===== src/pkg/odag_consts.vh =====
/*
 constants for the debug access gate: register offset, field positions,
 reset values, tap instruction codes, break point counts.
 assumes inclusion by bare name from core files.
*/
`ifndef ODAG_CONSTS_VH
`define ODAG_CONSTS_VH
`define ODAG_DDR_OFFSET 6'h22
`define ODAG_DDR_RESET 8'h00
`define ODAG_DIRTY_BIT 7
`define ODAG_IR_PRIV_A 4'h8
`define ODAG_IR_PRIV_B 4'h9
`define ODAG_IR_PRIV_C 4'hA
`define ODAG_IR_PRIV_D 4'hB
`define ODAG_IR_PRIV_MASK 4'hC
`define ODAG_IR_RESET 4'hF
`define ODAG_PROG_BP_NUM 2
`define ODAG_TMS_RESET_CNT 3'h5
`define ODAG_SHIFT_W 8
`endif


===== src/core/odag_sync.v =====
/*
 two flip-flop synchroniser for one level from outside clk_sys.
 assumes the input is asynchronous and a one-bit level.
*/
module odag_sync (
    input wire clk_sys,
    input wire rst,
    input wire async_in,
    output wire sync_out
);
    reg meta_q;
    reg sync_q;

    // first stage feeds only the second
    always @(posedge clk_sys or posedge rst) begin
        if (rst) begin
            meta_q <= 1'b0;
            sync_q <= 1'b0;
        end else begin
            meta_q <= async_in;
            sync_q <= meta_q;
        end
    end

    assign sync_out = sync_q;
endmodule


===== src/core/odag_gate.v =====
/*
 on-chip debug access gate: sampled tap front end with a private
 debug data path, fuse and lock gating, cpu data register with dirty
 flag, and a break point compare unit.
 assumes tck, tms, tdi arrive from pins on an unrelated clock and run
 well below clk_sys; cpu io port is on clk_sys.
*/
`include "odag_consts.vh"
module odag_gate #(
    parameter IR_W = 4,
    parameter PA_W = 16,
    parameter DA_W = 16
) (
    input wire clk_sys,
    input wire rst,
    input wire tap_enable_fuse,
    input wire debug_enable_fuse,
    input wire [1:0] lock_bits,
    input wire tck,
    input wire tms,
    input wire tdi,
    output wire tdo,
    output wire tdo_oe,
    input wire [5:0] io_addr,
    input wire io_wr,
    input wire io_rd,
    input wire [7:0] io_wdata,
    output wire [7:0] io_rdata,
    input wire [2*PA_W-1:0] bp_prog_addr,
    input wire [1:0] bp_prog_en,
    input wire [DA_W-1:0] bp_data_addr,
    input wire [DA_W-1:0] bp_data_mask,
    input wire bp_data_en,
    input wire [PA_W-1:0] cpu_pc,
    input wire [DA_W-1:0] cpu_daddr,
    input wire cpu_dacc,
    output wire debug_active,
    output wire private_instr,
    output wire break_req
);
    localparam S_RESET = 6'h01;
    localparam S_IDLE = 6'h02;
    localparam S_SEL = 6'h04;
    localparam S_CAP = 6'h08;
    localparam S_SHIFT = 6'h10;
    localparam S_UPD = 6'h20;

    wire tck_s;
    wire tms_s;
    wire tdi_s;
    reg tck_prev_q;
    reg [5:0] st_q;
    reg [5:0] st_d;
    reg ir_sel_q;
    reg [2:0] tms_cnt_q;
    reg [IR_W-1:0] ir_q;
    reg [`ODAG_SHIFT_W-1:0] sh_q;
    reg [7:0] ddr_q;
    reg dirty_q;
    reg tdo_q;
    reg brk_q;
    reg [7:0] rdata_q;
    wire rise;
    wire fall;
    wire tap_on;
    wire dbg_on;
    wire sel_ddr;
    wire [1:0] pm_hit;
    wire dm_hit;

    odag_sync u_s_tck (.clk_sys(clk_sys), .rst(rst), .async_in(tck), .sync_out(tck_s));
    odag_sync u_s_tms (.clk_sys(clk_sys), .rst(rst), .async_in(tms), .sync_out(tms_s));
    odag_sync u_s_tdi (.clk_sys(clk_sys), .rst(rst), .async_in(tdi), .sync_out(tdi_s));

    // tap fuse gates the whole path; debug fuse and lock bits gate only the debug side
    assign tap_on = tap_enable_fuse;
    assign dbg_on = tap_on & debug_enable_fuse & ~(|lock_bits);
    assign rise = tap_on & tck_s & ~tck_prev_q;
    assign fall = tap_on & ~tck_s & tck_prev_q;
    assign sel_ddr = (io_addr == `ODAG_DDR_OFFSET);
    // private window is 0x8..0xB: top bits 10
    assign private_instr = dbg_on & ((ir_q & `ODAG_IR_PRIV_MASK) == `ODAG_IR_PRIV_A);

    // simplified tap walk: each pass through sel alternates ir and dr, ir first after idle
    always @* begin
        st_d = st_q;
        case (st_q)
            S_RESET: begin
                st_d = tms_s ? S_RESET : S_IDLE;
            end
            S_IDLE: begin
                st_d = tms_s ? S_SEL : S_IDLE;
            end
            S_SEL: begin
                st_d = tms_s ? S_RESET : S_CAP;
            end
            S_CAP: begin
                st_d = tms_s ? S_UPD : S_SHIFT;
            end
            S_SHIFT: begin
                st_d = tms_s ? S_UPD : S_SHIFT;
            end
            S_UPD: begin
                st_d = tms_s ? S_SEL : S_IDLE;
            end
            default: begin
                st_d = S_RESET;
            end
        endcase
    end

    // tap state, ir, shifter on sampled tck rising edge
    always @(posedge clk_sys or posedge rst) begin
        if (rst) begin
            tck_prev_q <= 1'b0;
            st_q <= S_RESET;
            ir_sel_q <= 1'b0;
            tms_cnt_q <= 3'h0;
            ir_q <= `ODAG_IR_RESET;
            sh_q <= {`ODAG_SHIFT_W{1'b0}};
        end else begin
            tck_prev_q <= tck_s;
            if (!tap_on) begin
                // fuse off holds the port in reset
                st_q <= S_RESET;
                ir_q <= `ODAG_IR_RESET;
                tms_cnt_q <= 3'h0;
            end else if (rise) begin
                if (tms_s && tms_cnt_q == `ODAG_TMS_RESET_CNT - 3'h1) begin
                    st_q <= S_RESET;
                end else begin
                    st_q <= st_d;
                end
                if (!tms_s) begin
                    tms_cnt_q <= 3'h0;
                end else if (tms_cnt_q != `ODAG_TMS_RESET_CNT) begin
                    tms_cnt_q <= tms_cnt_q + 3'h1;
                end
                if (st_q == S_RESET) begin
                    ir_q <= `ODAG_IR_RESET;
                end
                if (st_q == S_IDLE && tms_s) begin
                    ir_sel_q <= 1'b0;
                end else if (st_q == S_SEL && !tms_s) begin
                    ir_sel_q <= ~ir_sel_q;
                end
                if (st_q == S_CAP) begin
                    // debug dr captures cpu byte, dirty flag on top
                    if (private_instr && !ir_sel_q) begin
                        sh_q <= {dirty_q, ddr_q[`ODAG_DIRTY_BIT-1:0]};
                    end else begin
                        sh_q <= {`ODAG_SHIFT_W{1'b0}};
                    end
                end else if (st_q == S_SHIFT) begin
                    sh_q <= {tdi_s, sh_q[`ODAG_SHIFT_W-1:1]};
                end
                if (st_q == S_UPD && ir_sel_q) begin
                    ir_q <= sh_q[`ODAG_SHIFT_W-1:`ODAG_SHIFT_W-IR_W];
                end
            end
        end
    end

    // tdo changes on falling tck, driven only while shifting
    always @(posedge clk_sys or posedge rst) begin
        if (rst) begin
            tdo_q <= 1'b0;
        end else if (fall) begin
            tdo_q <= sh_q[0];
        end
    end
    assign tdo = tdo_q;
    assign tdo_oe = tap_on & (st_q == S_SHIFT);

    // cpu data register; debugger read is update of a private dr scan
    always @(posedge clk_sys or posedge rst) begin
        if (rst) begin
            ddr_q <= `ODAG_DDR_RESET;
            dirty_q <= 1'b0;
        end else begin
            if (io_wr && sel_ddr) begin
                ddr_q <= io_wdata;
            end
            if (io_wr && sel_ddr && dbg_on) begin
                dirty_q <= 1'b1; // set wins over clear
            end else if (!dbg_on) begin
                dirty_q <= 1'b0;
            end else if (rise && st_q == S_UPD && !ir_sel_q && private_instr) begin
                dirty_q <= 1'b0;
            end
        end
    end

    // read view: plain memory when debug off, dirty in bit 7 when on
    always @(posedge clk_sys or posedge rst) begin
        if (rst) begin
            rdata_q <= 8'h00;
        end else if (io_rd && sel_ddr) begin
            rdata_q <= dbg_on ? {dirty_q, ddr_q[`ODAG_DIRTY_BIT-1:0]} : ddr_q;
        end else begin
            rdata_q <= 8'h00;
        end
    end
    assign io_rdata = rdata_q;

    // program memory break point compares, one per slot
    genvar g;
    generate
        for (g = 0; g < `ODAG_PROG_BP_NUM; g = g + 1) begin : g_pbp
            assign pm_hit[g] = bp_prog_en[g] & (cpu_pc == bp_prog_addr[g*PA_W +: PA_W]);
        end
    endgenerate
    // masked data compare gives a range break point
    assign dm_hit = bp_data_en & cpu_dacc &
        (((cpu_daddr ^ bp_data_addr) & ~bp_data_mask) == {DA_W{1'b0}});

    // break only reaches cpu while debug is allowed
    always @(posedge clk_sys or posedge rst) begin
        if (rst) begin
            brk_q <= 1'b0;
        end else begin
            brk_q <= dbg_on & ((|pm_hit) | dm_hit);
        end
    end
    assign break_req = brk_q;
    assign debug_active = dbg_on;
endmodule


===== config.mk =====
export PLATFORM = sky130hd
export DESIGN_NAME = odag_gate
export DESIGN_NICKNAME = d
export VERILOG_FILES = /design/src/core/odag_sync.v /design/src/core/odag_gate.v
export VERILOG_INCLUDE_DIRS = /design/src /design/src/pkg
export SDC_FILE = /design/constraint.sdc
export NUM_CORES = 1
export LEC_CHECK = 0
export ABC_AREA = 0
export BUFFER_PORTS_ARGS = -buffer_cell sky130_fd_sc_hd__clkbuf_2
export CORE_MARGIN = 4
export CORE_UTILIZATION = 49
export DETAILED_ROUTE_END_ITERATION = 12
export PLACE_DENSITY_LB_ADDON = 0.25
export SYNTH_ARGS = -nofsm -noshare
export SYNTH_HDL_FRONTEND = slang
export SYNTH_SLANG_ARGS = --single-unit

===== constraint.sdc =====
create_clock -name clk_sys -period 2.6 [get_ports clk_sys]
set_input_delay 0.39 -clock clk_sys [delete_from_list [all_inputs] [get_ports clk_sys]]
set_output_delay 0.39 -clock clk_sys [all_outputs]
set_load 0.01 [all_outputs]

# Word-level counts from Yosys, hierarchy flattened
# Cells that the tools add are included.
# W data, S select, Z words.
totals:
  register_bits: 48
  inputBits: 125
  output_inout_bits: 13
classes:
  n_bitwise: 21
  eq_ne: 16
  reduce_logical: 24
  muxes: 26
  n_addsub: 1
ops:
  columns: ["cell", "n"]
  rows:
  - ["$mux W8", 5]
  - ["$eq A16 B16 Y1", 2]
  - ["$mux W6", 4]
  - ["$pmux W6 S4", 1]
  - ["$mux W4", 5]
  - ["$and A16 B16 Y16", 1]
  - ["$logic_not A16 Y1", 1]
  - ["$not A16 Y16", 1]
  - ["$xor A16 B16 Y16", 1]
  - ["$mux W3", 5]
  - ["$and A1 B1 Y1", 13]
  - ["$eq A6 B6 Y1 const B", 2]
  - ["$logic_and A1 B1 Y1", 11]
  - ["$reduce_or A2 Y1", 4]
  - ["$eq A6 B1 Y1 const B", 1]
  - ["$eq A6 B2 Y1 const B", 1]
  - ["$eq A6 B3 Y1 const B", 1]
  - ["$eq A6 B4 Y1 const B", 1]
  - ["$eq A6 B5 Y1 const B", 1]
  - ["$ne A3 B1 Y1 const B", 2]
  - ["$ne A3 B3 Y1 const B", 2]
  - ["$reduce_and A3 Y1", 2]
  - ["$mux W1", 5]
  - ["$not A1 Y1", 4]
  - ["9 further kinds", 12]

# Logic depth before layout (Yosys ltp)
# Gate-level depths: netlist of run 1.
depth:
  word_depth: 8
  depth_mapped: 7

# By module
# From an unflattened synthesis of run 1, not the netlist that was laid out.
hier_totals:
  hier_cells: 261
  hier_area_um2: 2667.6
modules_own_cells:
  columns: ["module", "seq_area_each_um2", "cells_per_inst", "area_each_um2", "n_inst"]
  rows:
  - ["odag_gate", 1004.7, 252, 2506.2, 1]
  - ["odag_sync", 50.0, 3, 53.8, 3]

# Worst setup path after synthesis of run 1
# No wires, ideal clock.
synth_timing:
  kind: "input to register"
  start: "input io_addr[3]"
  end: "register ddr_q[0]"
  t_arrival_ns: 1.644
  path_slack_ns: 0.831
  setup_time_ns: 0.125
  path_stages: 4
  t_required_ns: 2.475
  path_buffers: 0
  path_cell_list: "or4b_4 -> nor3b_4 -> nand2_4 -> mux2_2"
synth_via:
  elab_chain_len: 2
synth_lines:
  columns: ["element", "line_no", "rtl"]
  rows:
  - ["start, declared", "odag_gate.v:24", "input wire [5:0] io_addr,"]
  - ["$eq A6 B6 Y1 (no source line)", null, null]
  - ["$logic_and A1 B1 Y1", "odag_gate.v:181", "if (io_wr && sel_ddr) begin"]
  - ["end signal, assigned", "odag_gate.v:178", "ddr_q <= `ODAG_DDR_RESET;"]
  - ["end signal, assigned", "odag_gate.v:182", "ddr_q <= io_wdata;"]
  - ["end, declared", "odag_gate.v:58", "reg [7:0] ddr_q;"]
# Every way passes these cells.
# A chain may end at the register's enable or synchronous reset.

# Final worst setup path of run 1
layout_timing:
  start: "register st_q[5]"
  end: "register sh_q[7]"
layout_via:
  elab_chain_len: 3
  word_cells_on_any_way: 5
layout_lines:
  columns: ["element", "line_no", "rtl"]
  rows:
  - ["start, declared", "odag_gate.v:52", "reg [5:0] st_q;"]
  - ["start signal, assigned", "odag_gate.v:132", "st_q <= st_d;"]
  - ["$eq A6 B4 Y1 / $eq A6 B5 Y1 (equally long branches)", "odag_gate.v:147, odag_gate.v:154", null]
  - ["$reduce_bool A2 Y1 (no source line)", null, null]
  - ["$reduce_and A3 Y1 (no source line)", null, null]
  - ["end signal, assigned", "odag_gate.v:150", "sh_q <= {dirty_q, ddr_q[`ODAG_DIRTY_BIT-1:0]};"]
  - ["end signal, assigned", "odag_gate.v:152", "sh_q <= {`ODAG_SHIFT_W{1'b0}};"]
  - ["end signal, assigned", "odag_gate.v:155", "sh_q <= {tdi_s, sh_q[`ODAG_SHIFT_W-1:1]};"]
  - ["end, declared", "odag_gate.v:57", "reg [`ODAG_SHIFT_W-1:0] sh_q;"]
# Several ways; a longest one is shown, not always the timed one.

==> Implementation_results.wiki, run 1 <==
{| class="wikitable"
! Metric !! Value
|-
| Run status || finished, final reports clean
|-
| Share of cells above drive strength 1 || 0.442
|-
| Hpwl dp || 5.87 mm
|-
| Average footprint of a synthesized cell || 10.3 um^2
|-
| Weighted congestion at the end of routability-driven global placement || 0.899
|-
| Clock Tree Root || sky130_fd_sc_hd__clkbuf_8
|-
| RSZ-0062 raised after global routing || no
|-
| Clock tree from TritonCTS || built
|-
| Clock transition at path regs || 0.09 ns
|-
| Leading cell type in the layout, fill and taps excluded || sky130_fd_sc_hd__clkbuf_2
|-
| Initial Util || 0.515
|-
| Least setup slack across all paths after layout || 0.494 ns
|-
| Last element of the critical path || sh_q[7]$_DFFE_PP0P_
|-
| Power density relative to cell area || 417 nW/um^2
|-
| Die span in x || 82.0 um
|-
| Number of global-route vias before repair || 2558
|-
| Final net count || 525
|-
| Startpoint of the worst-slack reg-to-reg timing path || st_q[5]$_DFFE_PP0P_
|-
| Category of the worst setup path capture point || flop
|-
| Worst EP arrival || 2.31 ns
|-
| Minimum hold slack || 0.199 ns
|-
| Part of the Yosys area used for sequential elements || 0.431
|-
| Pwr Total || 1470 uW
|-
| Number of library cell types mapped by synthesis || 49
|-
| Startpoint type of the worst setup path || flop
|-
| Static Leak || 0.00170 uW
|-
| Number of buffers created by CTS || 5
|-
| Number of max-slew violations in the final report || 0
|-
| IO Pins || 138
|-
| Die Outline Area || 6720 um^2
|-
| Least-Margin Pin Slew || 0.610 ns
|-
| Detailed-router iteration count before antenna repair || 4
|-
| Post-DRT Antenna Nets || 0
|-
| Fin Clk Skew || 0.0115 ns
|-
| Worst ir drop on vdd || 0.000249 V
|-
| Final critical-path share of the clock period || 0.810
|-
| Antenna violations before repair || 0
|-
| Detailed Route WL || 7.05 mm
|-
| Clock Sink Count || 46
|-
| Fmax achieved || 0.475 GHz
|-
| DRC violation total after the first TritonRoute iteration || 143
|-
| DRC Markers || 0
|-
| GRT Resource Usage Total || 0.218
|-
| Launching instance or port of the critical path || st_q[5]$_DFFE_PP0P_
|-
| Via Count || 2471
|-
| Fraction of registers with async set or reset after synthesis || 1.00
|-
| Max capacitance violation total || 0
|-
| Largest net degree at the start of global routing || 47
|-
| Number of nets in the synthesized netlist || 389
|-
| Post-place setup slack || 0.497 ns
|-
| Endpoints failing setup || 0
|-
| Antenna fix cells || 0
|-
| Number of synthesized register bits || 46
|-
| Area growth syn-to-layout || 31.4%
|-
| Post-CTS Repair Setup Buffers || 0
|-
| Wire length of the first global-routing pass || 11.1 mm
|-
| Count of warnings emitted by yosys || 0
|-
| Insertion delay of the later-clocked pin in the worst-skew pair || 0.30 ns
|-
| Area of the core region || 5200 um^2
|-
| Relative slew margins || 0.583
|-
| Placed cells || 460
|-
| Final period demand of the worst path || 2.11 ns
|-
| Highest net fanout along the worst path || 13
|-
| Hold-fix buffer count after cts || 0
|-
| Clock tree buffer depth || 2
|-
| Instance count of the mapped netlist || 261
|-
| Multi-input logic area || 1460 um^2
|-
| Crit Reg-Reg Endpoint || sh_q[7]$_DFFE_PP0P_
|-
| Kind of path behind the tightest hold check || input pin to async pin
|-
| Cell area after technology mapping || 2680 um^2
|-
| Drt via density || 5.28
|-
| Global route overflow || 0
|-
| Buffers added on ports || 137
|-
| # resized after CTS || 0
|-
| Critical path class || flop to flop
|-
| Setup slack on the worst flop-to-flop path || 0.49 ns
|-
| Number of enable-type register cells in the synthesized netlist || 0
|-
| Final Hold Viols || 0
|-
| Rows || 26
|-
| Number of levels the H-tree was split into || 2
|-
| Most used cells in the layout excluding fill and tap cells || sky130_fd_sc_hd__clkbuf_2 (137), sky130_fd_sc_hd__xnor2_1 (49), sky130_fd_sc_hd__dfrtp_1 (43)
|-
| Number of cells on the worst reg-to-reg path || 5
|-
| Final setup TNS || 0 ns
|-
| Post-layout instance count excluding filler cells || 468
|-
| Count of fill cells added during filler insertion || 435
|-
| Area occupied by registers || 1150 um^2
|-
| Prevailing post-synth register cell || sky130_fd_sc_hd__dfrtp_1
|-
| Required time at the worst-slack endpoint || 2.81 ns
|-
| WL per Instance || 15.1 um
|-
| Die Ht || 82.0 um
|}
routing by layer:
layer / routed length (um) / global-route usage / part of all wire
met1: 2490 / 0.238 / 0.35
met2: 3800 / 0.393 / 0.54
met3: 586 / 0.0647 / 0.083
met4: 175 / 0.0847 / 0.025
met5: 0 / 0 / 0
worst min-delay path by stage:
stage / endpoint / start / slack (ns)
floorplan: u_s_tck.sync_out$_DFF_PP0_ / u_s_tck.meta_q$_DFF_PP0_ / 0.33
global placement: u_s_tck.sync_out$_DFF_PP0_ / u_s_tck.meta_q$_DFF_PP0_ / 0.33
detailed placement: u_s_tck.sync_out$_DFF_PP0_ / u_s_tck.meta_q$_DFF_PP0_ / 0.34
CTS: u_s_tdi.meta_q$_DFF_PP0_ / tdi / 0.19
global route: u_s_tdi.meta_q$_DFF_PP0_ / tdi / 0.18
finish: tck_prev_q$_DFF_PP0_ / rst / 0.20
registers in the layout, summed over array words and instances (netlist names):
signal,count
ir_q,2
tms_cnt_q,3
ir_sel_q,1
u_s_tms.sync_out,1
tdo,1
st_q,6
u_s_tms.meta_q,1
tck_prev_q,1
dirty_q,1
io_rdata,8
ddr_q,8
break_req,1
sh_q,8
u_s_tdi.sync_out,1
u_s_tdi.meta_q,1
u_s_tck.sync_out,1
u_s_tck.meta_q,1
critical path: stages (launching register included):
cell and delay, ns:
sky130_fd_sc_hd__dfrtp_1 0.54, sky130_fd_sc_hd__nor4_2 0.44, sky130_fd_sc_hd__nand3b_2 0.31, sky130_fd_sc_hd__nor3b_4 0.44, sky130_fd_sc_hd__a22oi_1 0.13, sky130_fd_sc_hd__o21ai_1 0.16
metrics by stage:
stage          instance area, um^2   util
2_1_floorplan                 2680      -
3_3_place_gp                  3430  0.658
3_5_place_dp                  3430  0.658
4_1_cts                       3520  0.676
5_1_grt                       3520  0.676
6_report                      3520  0.676
final cells by class:
| class | instances | share of cell area |
|---|---|---|
| flip-flops and latches | 46 | 0.328 |
| inverters | 6 | 0.00640 |
| repair buffers | 139 | 0.199 |
| clock buffers | 5 | 0.0195 |
| well taps | 70 | 0.0249 |
| clock inverters | 3 | 0.00711 |
| multi-input cells | 199 | 0.415 |
cells in the mapped netlist, types with 3 or more instances:
cell / instances / area share
sky130_fd_sc_hd__xor2_1: 3 / 0.0098
sky130_fd_sc_hd__nand4_1: 7 / 0.016
sky130_fd_sc_hd__nor4_1: 3 / 0.0070
sky130_fd_sc_hd__a22oi_1: 9 / 0.025
sky130_fd_sc_hd__clkbuf_1: 7 / 0.0098
sky130_fd_sc_hd__nand3_1: 12 / 0.022
sky130_fd_sc_hd__o21ai_0: 13 / 0.024
sky130_fd_sc_hd__nand3b_1: 4 / 0.011
sky130_fd_sc_hd__buf_2: 3 / 0.0056
sky130_fd_sc_hd__mux2_2: 9 / 0.038
sky130_fd_sc_hd__xnor2_1: 49 / 0.16
sky130_fd_sc_hd__nor2_1: 9 / 0.013
sky130_fd_sc_hd__dfrtp_1: 43 / 0.40
sky130_fd_sc_hd__a21oi_1: 7 / 0.013
sky130_fd_sc_hd__o22ai_1: 11 / 0.026
sky130_fd_sc_hd__nand2_1: 15 / 0.021
sky130_fd_sc_hd__dfstp_2: 3 / 0.029
sky130_fd_sc_hd__ha_1: 3 / 0.014
sky130_fd_sc_hd__and3_2: 8 / 0.022
sky130_fd_sc_hd__inv_1: 6 / 0.0084
sky130_fd_sc_hd__nand2b_1: 3 / 0.0070
power breakdown:
part	switching (uW)	total, uW	internal (uW)	leakage, uW
sequential	24.1	765	740	0.000605
clock	247	441	194	0.0000447
combinational	110	265	154	0.00105
total	381	1470	1090	0.00170
kinds of logic (layout without fill, tap and decap cells):
kind of cell               Yosys count  after routing  share of synthesized area
muxes                               10             10                     0.0416
adders and majority gates            3              3                     0.0140
and+or+nand+nor                     80             80                      0.191
DFF                                 46             46                      0.431
buffers and inverters               16            153                     0.0238
xor gates and xnor gates            52             52                      0.170
AOI/OAI and AO/OA                   54             54                      0.128
(Power assumes the default switching activity.)
==> run 2, diff against run 1 <==
CORE_UTILIZATION = 46   (was 49)
clock period = 2.2 ns   (was 2.6 ns; I/O delays follow)
==> Implementation_results.wiki, run 2 (synthesis results as in run 1) <==
{| class="wikitable"
! Metric !! Value
|-
| Run status || finished, final reports clean
|-
| Rows || 27
|-
| Largest net degree at the start of global routing || 23
|-
| RSZ-0062 raised after global routing || no
|-
| Endpoints failing setup || 0
|-
| Relative slew margins || 0.505
|-
| Setup slack on the worst flop-to-flop path || 0.37 ns
|-
| Via Count || 2449
|-
| Clock transition at path regs || 0.09 ns
|-
| Post-DRT Antenna Nets || 0
|-
| # resized after CTS || 0
|-
| Detailed Route WL || 7.15 mm
|-
| Kind of path behind the tightest hold check || input pin to async pin
|-
| Startpoint type of the worst setup path || flop
|-
| Die Outline Area || 7110 um^2
|-
| IO Pins || 138
|-
| Clock Sink Count || 46
|-
| Number of max-slew violations in the final report || 0
|-
| Number of buffers created by CTS || 5
|-
| Number of global-route vias before repair || 2621
|-
| Fin Clk Skew || 0.00953 ns
|-
| Highest net fanout along the worst path || 6
|-
| Post-CTS Repair Setup Buffers || 0
|-
| Max capacitance violation total || 0
|-
| Buffers added on ports || 137
|-
| DRC violation total after the first TritonRoute iteration || 101
|-
| Least-Margin Pin Slew || 0.738 ns
|-
| Die span in x || 84.3 um
|-
| Category of the worst setup path capture point || output port
|-
| Area growth syn-to-layout || 33.4%
|-
| WL per Instance || 15.0 um
|-
| Leading cell type in the layout, fill and taps excluded || sky130_fd_sc_hd__clkbuf_2
|-
| Number of levels the H-tree was split into || 2
|-
| Initial Util || 0.481
|-
| Hold-fix buffer count after cts || 0
|-
| Fmax achieved || 0.529 GHz
|-
| Insertion delay of the later-clocked pin in the worst-skew pair || 0.31 ns
|-
| Antenna fix cells || 0
|-
| Wire length of the first global-routing pass || 11.6 mm
|-
| Final critical-path share of the clock period || 0.859
|-
| Placement-stage cell area || 3480 um^2
|-
| Most used cells in the layout excluding fill and tap cells || sky130_fd_sc_hd__clkbuf_2 (137), sky130_fd_sc_hd__xnor2_1 (49), sky130_fd_sc_hd__dfrtp_1 (43)
|-
| Final setup TNS || 0 ns
|-
| Detailed-router iteration count before antenna repair || 4
|-
| Worst ir drop on vdd || 0.000284 V
|-
| Required time at the worst-slack endpoint || 1.87 ns
|-
| Static Leak || 0.00173 uW
|-
| GRT Resource Usage Total || 0.202
|-
| Multi-input logic area || 1460 um^2
|-
| Power density relative to cell area || 491 nW/um^2
|-
| Final Hold Viols || 0
|-
| Weighted congestion at the end of routability-driven global placement || 0.860
|-
| Clock tree buffer depth || 2
|-
| Cell area after layout || 3570 um^2
|-
| Global route overflow || 0
|-
| Worst EP arrival || 1.56 ns
|-
| Final period demand of the worst path || 1.89 ns
|-
| Final net count || 532
|-
| Share of cells above drive strength 1 || 0.452
|-
| Drt via density || 5.13
|-
| DRC Markers || 0
|-
| Clock tree from TritonCTS || built
|-
| Area occupied by registers || 1150 um^2
|-
| Clock Tree Root || sky130_fd_sc_hd__clkbuf_8
|-
| Count of fill cells added during filler insertion || 474
|-
| Antenna violations before repair || 0
|-
| Critical path class || flop to output port
|-
| Area of the core region || 5570 um^2
|-
| Hpwl dp || 5.98 mm
|-
| Die Ht || 84.3 um
|}
==> run 2: changes by cell type in the layout (fill, tap and decap cells not counted) <==
cell / change
sky130_fd_sc_hd__clkinvlp_4: +1
sky130_fd_sc_hd__clkinv_4: -1
sky130_fd_sc_hd__buf_4: +7
==> run 2: worst paths after layout <==
| kind | startpoint | to | cells after the start |
|---|---|---|---|
| max in group asynchronous | rst | st_q[0]$_DFFE_PP1P_ | 3 |
| worst max-delay path | st_q[2]$_DFFE_PP0P_ | tdo_oe | 3 |
| worst min-delay path | rst | sh_q[6]$_DFFE_PP0P_ | 2 |
| min in group clk_sys | tdi | u_s_tdi.meta_q$_DFF_PP0_ | 1 |
| worst max register to register | st_q[2]$_DFFE_PP0P_ | sh_q[0]$_DFFE_PP0P_ | 5 |
| worst min register to register | u_s_tms.meta_q$_DFF_PP0_ | u_s_tms.sync_out$_DFF_PP0_ | 0 |
==> run 2: area by class of cell <==
cell class | instances | share of cell area
Multi-Input combinational cell | 199 | 0.409
Sequential cell | 46 | 0.323
Timing Repair Buffer | 146 | 0.211
Tap cell | 72 | 0.0252
Clock buffer | 5 | 0.0193
Clock inverter | 3 | 0.00665
Inverter | 6 | 0.00630
==> run 2: metal layers <==
layer | share of wire | global-route usage | up-vias
met4 | 0.032 | 0.0950 | 0
met3 | 0.069 | 0.0608 | 15
li1 | - | - | 1228
met1 | 0.37 | 0.214 | 1118
met2 | 0.53 | 0.364 | 88
met5 | 0 | 0 | -
==> run 2: critical path: stages, from the launching register on <==
cell and delay (ns):
sky130_fd_sc_hd__dfrtp_1 0.45, sky130_fd_sc_hd__nor4_2 0.43, sky130_fd_sc_hd__and4b_1 0.25, sky130_fd_sc_hd__clkbuf_2 0.13
==> run 2: report_power, final <==
| part | switching [uW] | internal [uW] | total, uW |
|---|---|---|---|
| logic | 133 | 185 | 319 |
| registers | 28.5 | 875 | 904 |
| clock network | 305 | 227 | 532 |
| total | 467 | 1290 | 1750 |
==> run 2: stage by stage <==
| stage | util | power (uW) | hold slack, ns | setup slack [ns] | instances |
|---|---|---|---|---|---|
| 5_1_grt | 0.641 | 1840 | 0.0577 | 0.202 | 477 |
| 3_3_place_gp | 0.625 | 1230 | 0.333 | 0.323 | 469 |
| 6_report | 0.641 | 1750 | 0.0248 | 0.311 | 477 |
| 4_1_cts | 0.641 | 1780 | 0.0363 | 0.314 | 477 |
| 3_5_place_dp | 0.625 | 1240 | 0.335 | 0.293 | 469 |
| 2_1_floorplan | - | 1070 | 0.331 | 0.457 | 261 |
==> run 3, diff against run 2 <==
REMOVE_ABC_BUFFERS = 1   (was unset)
==> Implementation_results.wiki, run 3 (synthesis results as in run 1) <==
{| class="wikitable"
! Metric !! Value
|-
| Run status || finished, final reports clean
|-
| Number of global-route vias before repair || 2533
|-
| IO Pins || 138
|-
| Detailed Route WL || 6.84 mm
|-
| Initial Util || 0.481
|-
| Via Count || 2459
|-
| Post-place setup slack || 0.276 ns
|-
| Met2 Wirelength || 3.60 mm
|-
| Die Ht || 84.3 um
|-
| Endpoints failing setup || 0
|-
| Antenna fix cells || 0
|-
| Minimum hold slack || 0.0338 ns
|-
| Buffers added on ports || 137
|-
| Least setup slack across all paths after layout || 0.291 ns
|-
| Max capacitance violation total || 0
|-
| Final period demand of the worst path || 1.91 ns
|-
| Fin Clk Skew || 0.00880 ns
|-
| Largest net degree at the start of global routing || 28
|-
| DRC violation total after the first TritonRoute iteration || 131
|-
| Final Hold Viols || 0
|-
| Cell with the largest stage delay on the worst path || sky130_fd_sc_hd__dfrtp_1
|-
| Leading cell type in the layout, fill and taps excluded || sky130_fd_sc_hd__clkbuf_2
|-
| Weighted congestion at the end of routability-driven global placement || 0.844
|-
| Area of the core region || 5570 um^2
|-
| Number of max-slew violations in the final report || 0
|-
| Final net count || 530
|-
| Multi-input logic area || 1460 um^2
|-
| Number of levels the H-tree was split into || 2
|-
| Hpwl dp || 5.81 mm
|-
| Category of the worst setup path capture point || output port
|-
| Count of fill cells added during filler insertion || 494
|-
| Clock Sink Count || 46
|-
| Insertion delay of the later-clocked pin in the worst-skew pair || 0.31 ns
|-
| Post-CTS Repair Setup Buffers || 0
|-
| Cell class contributing the biggest share of worst-path delay || simple AND/OR/NAND/NOR gates
|-
| Area growth syn-to-layout || 33.1%
|-
| Biggest cell delay along the critical path || 0.46 ns
|-
| Clock transition at path regs || 0.08 ns
|-
| Worst ir drop on vdd || 0.000247 V
|-
| Die span in x || 84.3 um
|-
| Fmax achieved || 0.524 GHz
|-
| Clock Tree Root || sky130_fd_sc_hd__clkbuf_8
|-
| Final critical-path share of the clock period || 0.868
|-
| Antenna violations before repair || 0
|-
| Power density relative to cell area || 485 nW/um^2
|-
| Met1 Wirelength || 2.53 mm
|-
| Final setup TNS || 0 ns
|-
| Post-DRT Antenna Nets || 0
|-
| Drt via density || 5.18
|-
| Hold-fix buffer count after cts || 0
|-
| GRT Resource Usage Total || 0.200
|-
| Static Leak || 0.00173 uW
|-
| Die Outline Area || 7110 um^2
|-
| CP cell instances || nor4_2 -> and4b_1 -> clkbuf_2
|-
| Post-layout instance count excluding filler cells || 475
|-
| Uppermost layer routed || met4
|-
| Number of buffers created by CTS || 5
|-
| Global route overflow || 0
|-
| WL per Instance || 14.4 um
|-
| Met3 wirelength from detailed routing || 551 um
|-
| Worst EP arrival || 1.58 ns
|-
| Placed cells || 467
|-
| Clock tree from TritonCTS || built
|-
| Relative slew margins || 0.504
|-
| Detailed-router iteration count before antenna repair || 4
|-
| Most used cells in the layout excluding fill and tap cells || sky130_fd_sc_hd__clkbuf_2 (137), sky130_fd_sc_hd__xnor2_1 (49), sky130_fd_sc_hd__dfrtp_1 (43)
|-
| Share of cells above drive strength 1 || 0.447
|-
| Least-Margin Pin Slew || 0.740 ns
|-
| Kind of path behind the tightest hold check || input pin to async pin
|-
| Startpoint type of the worst setup path || flop
|-
| Area occupied by registers || 1150 um^2
|-
| Required time at the worst-slack endpoint || 1.87 ns
|-
| # resized after CTS || 0
|-
| Critical path class || flop to output port
|-
| Clock tree buffer depth || 2
|-
| Wire length of the first global-routing pass || 11.5 mm
|-
| DRC Markers || 0
|-
| Critical path buffers and inverters || 1
|-
| RSZ-0062 raised after global routing || no
|-
| Rows || 27
|-
| Highest net fanout along the worst path || 6
|}
==> run 3: cell types whose count changed in the layout (fill, tap and decap cells not counted) <==
cell / previous run / this run
sky130_fd_sc_hd__buf_4: 9 / 6
sky130_fd_sc_hd__buf_12: 0 / 1
sky130_fd_sc_hd__clkbuf_1: 0 / 1
sky130_fd_sc_hd__clkinv_2: 0 / 1
sky130_fd_sc_hd__clkinv_4: 0 / 1
sky130_fd_sc_hd__inv_6: 1 / 0
sky130_fd_sc_hd__clkinvlp_4: 2 / 0
==> run 3: worst paths after layout <==
path / startpoint / to / slack, ns / cells after the start
max: st_q[2]$_DFFE_PP0P_ / tdo_oe / 0.29 / 3
min: rst / io_rdata[2]$_DFF_PP0_ / 0.03 / 2
max reg2reg: st_q[2]$_DFFE_PP0P_ / sh_q[4]$_DFFE_PP0P_ / 0.33 / 5
min reg2reg: u_s_tdi.meta_q$_DFF_PP0_ / u_s_tdi.sync_out$_DFF_PP0_ / 0.36 / 0
max in group asynchronous: rst / st_q[0]$_DFFE_PP1P_ / 1.57 / 3
min in group clk_sys: tdi / u_s_tdi.meta_q$_DFF_PP0_ / 0.12 / 1
==> run 3: layout make-up <==
class,count,share of cell area
Clock buffer,6,0.0204
Clock inverter,2,0.00386
Inverter,6,0.00632
Multi-Input combinational cell,199,0.410
Sequential cell,46,0.324
Tap cell,72,0.0253
Timing Repair Buffer,144,0.211
==> run 3: per-layer routing <==
layer | GRT usage | up-vias
li1 | - | 1221
met1 | 0.231 | 1134
met2 | 0.352 | 93
met3 | 0.0589 | 11
met4 | 0.0719 | 0
met5 | 0 | -
==> run 3: power breakdown <==
group	leakage [uW]	internal (uW)	total, uW	switching [uW]
registers	0.000605	875	903	28.1
clock network	0.0000452	224	507	283
logic	0.00108	186	318	131
total	0.00173	1290	1730	442
==> run 3: per-stage QoR <==
step / cell area [um^2] / util / total power [uW]
final: 3570 / 0.640 / 1730
after global routing: 3570 / 0.640 / 1820
after CTS: 3570 / 0.640 / 1750
after detailed placement: 3480 / 0.624 / 1240
after global placement: 3480 / 0.624 / 1230
after floorplan: 2640 / - / 1070
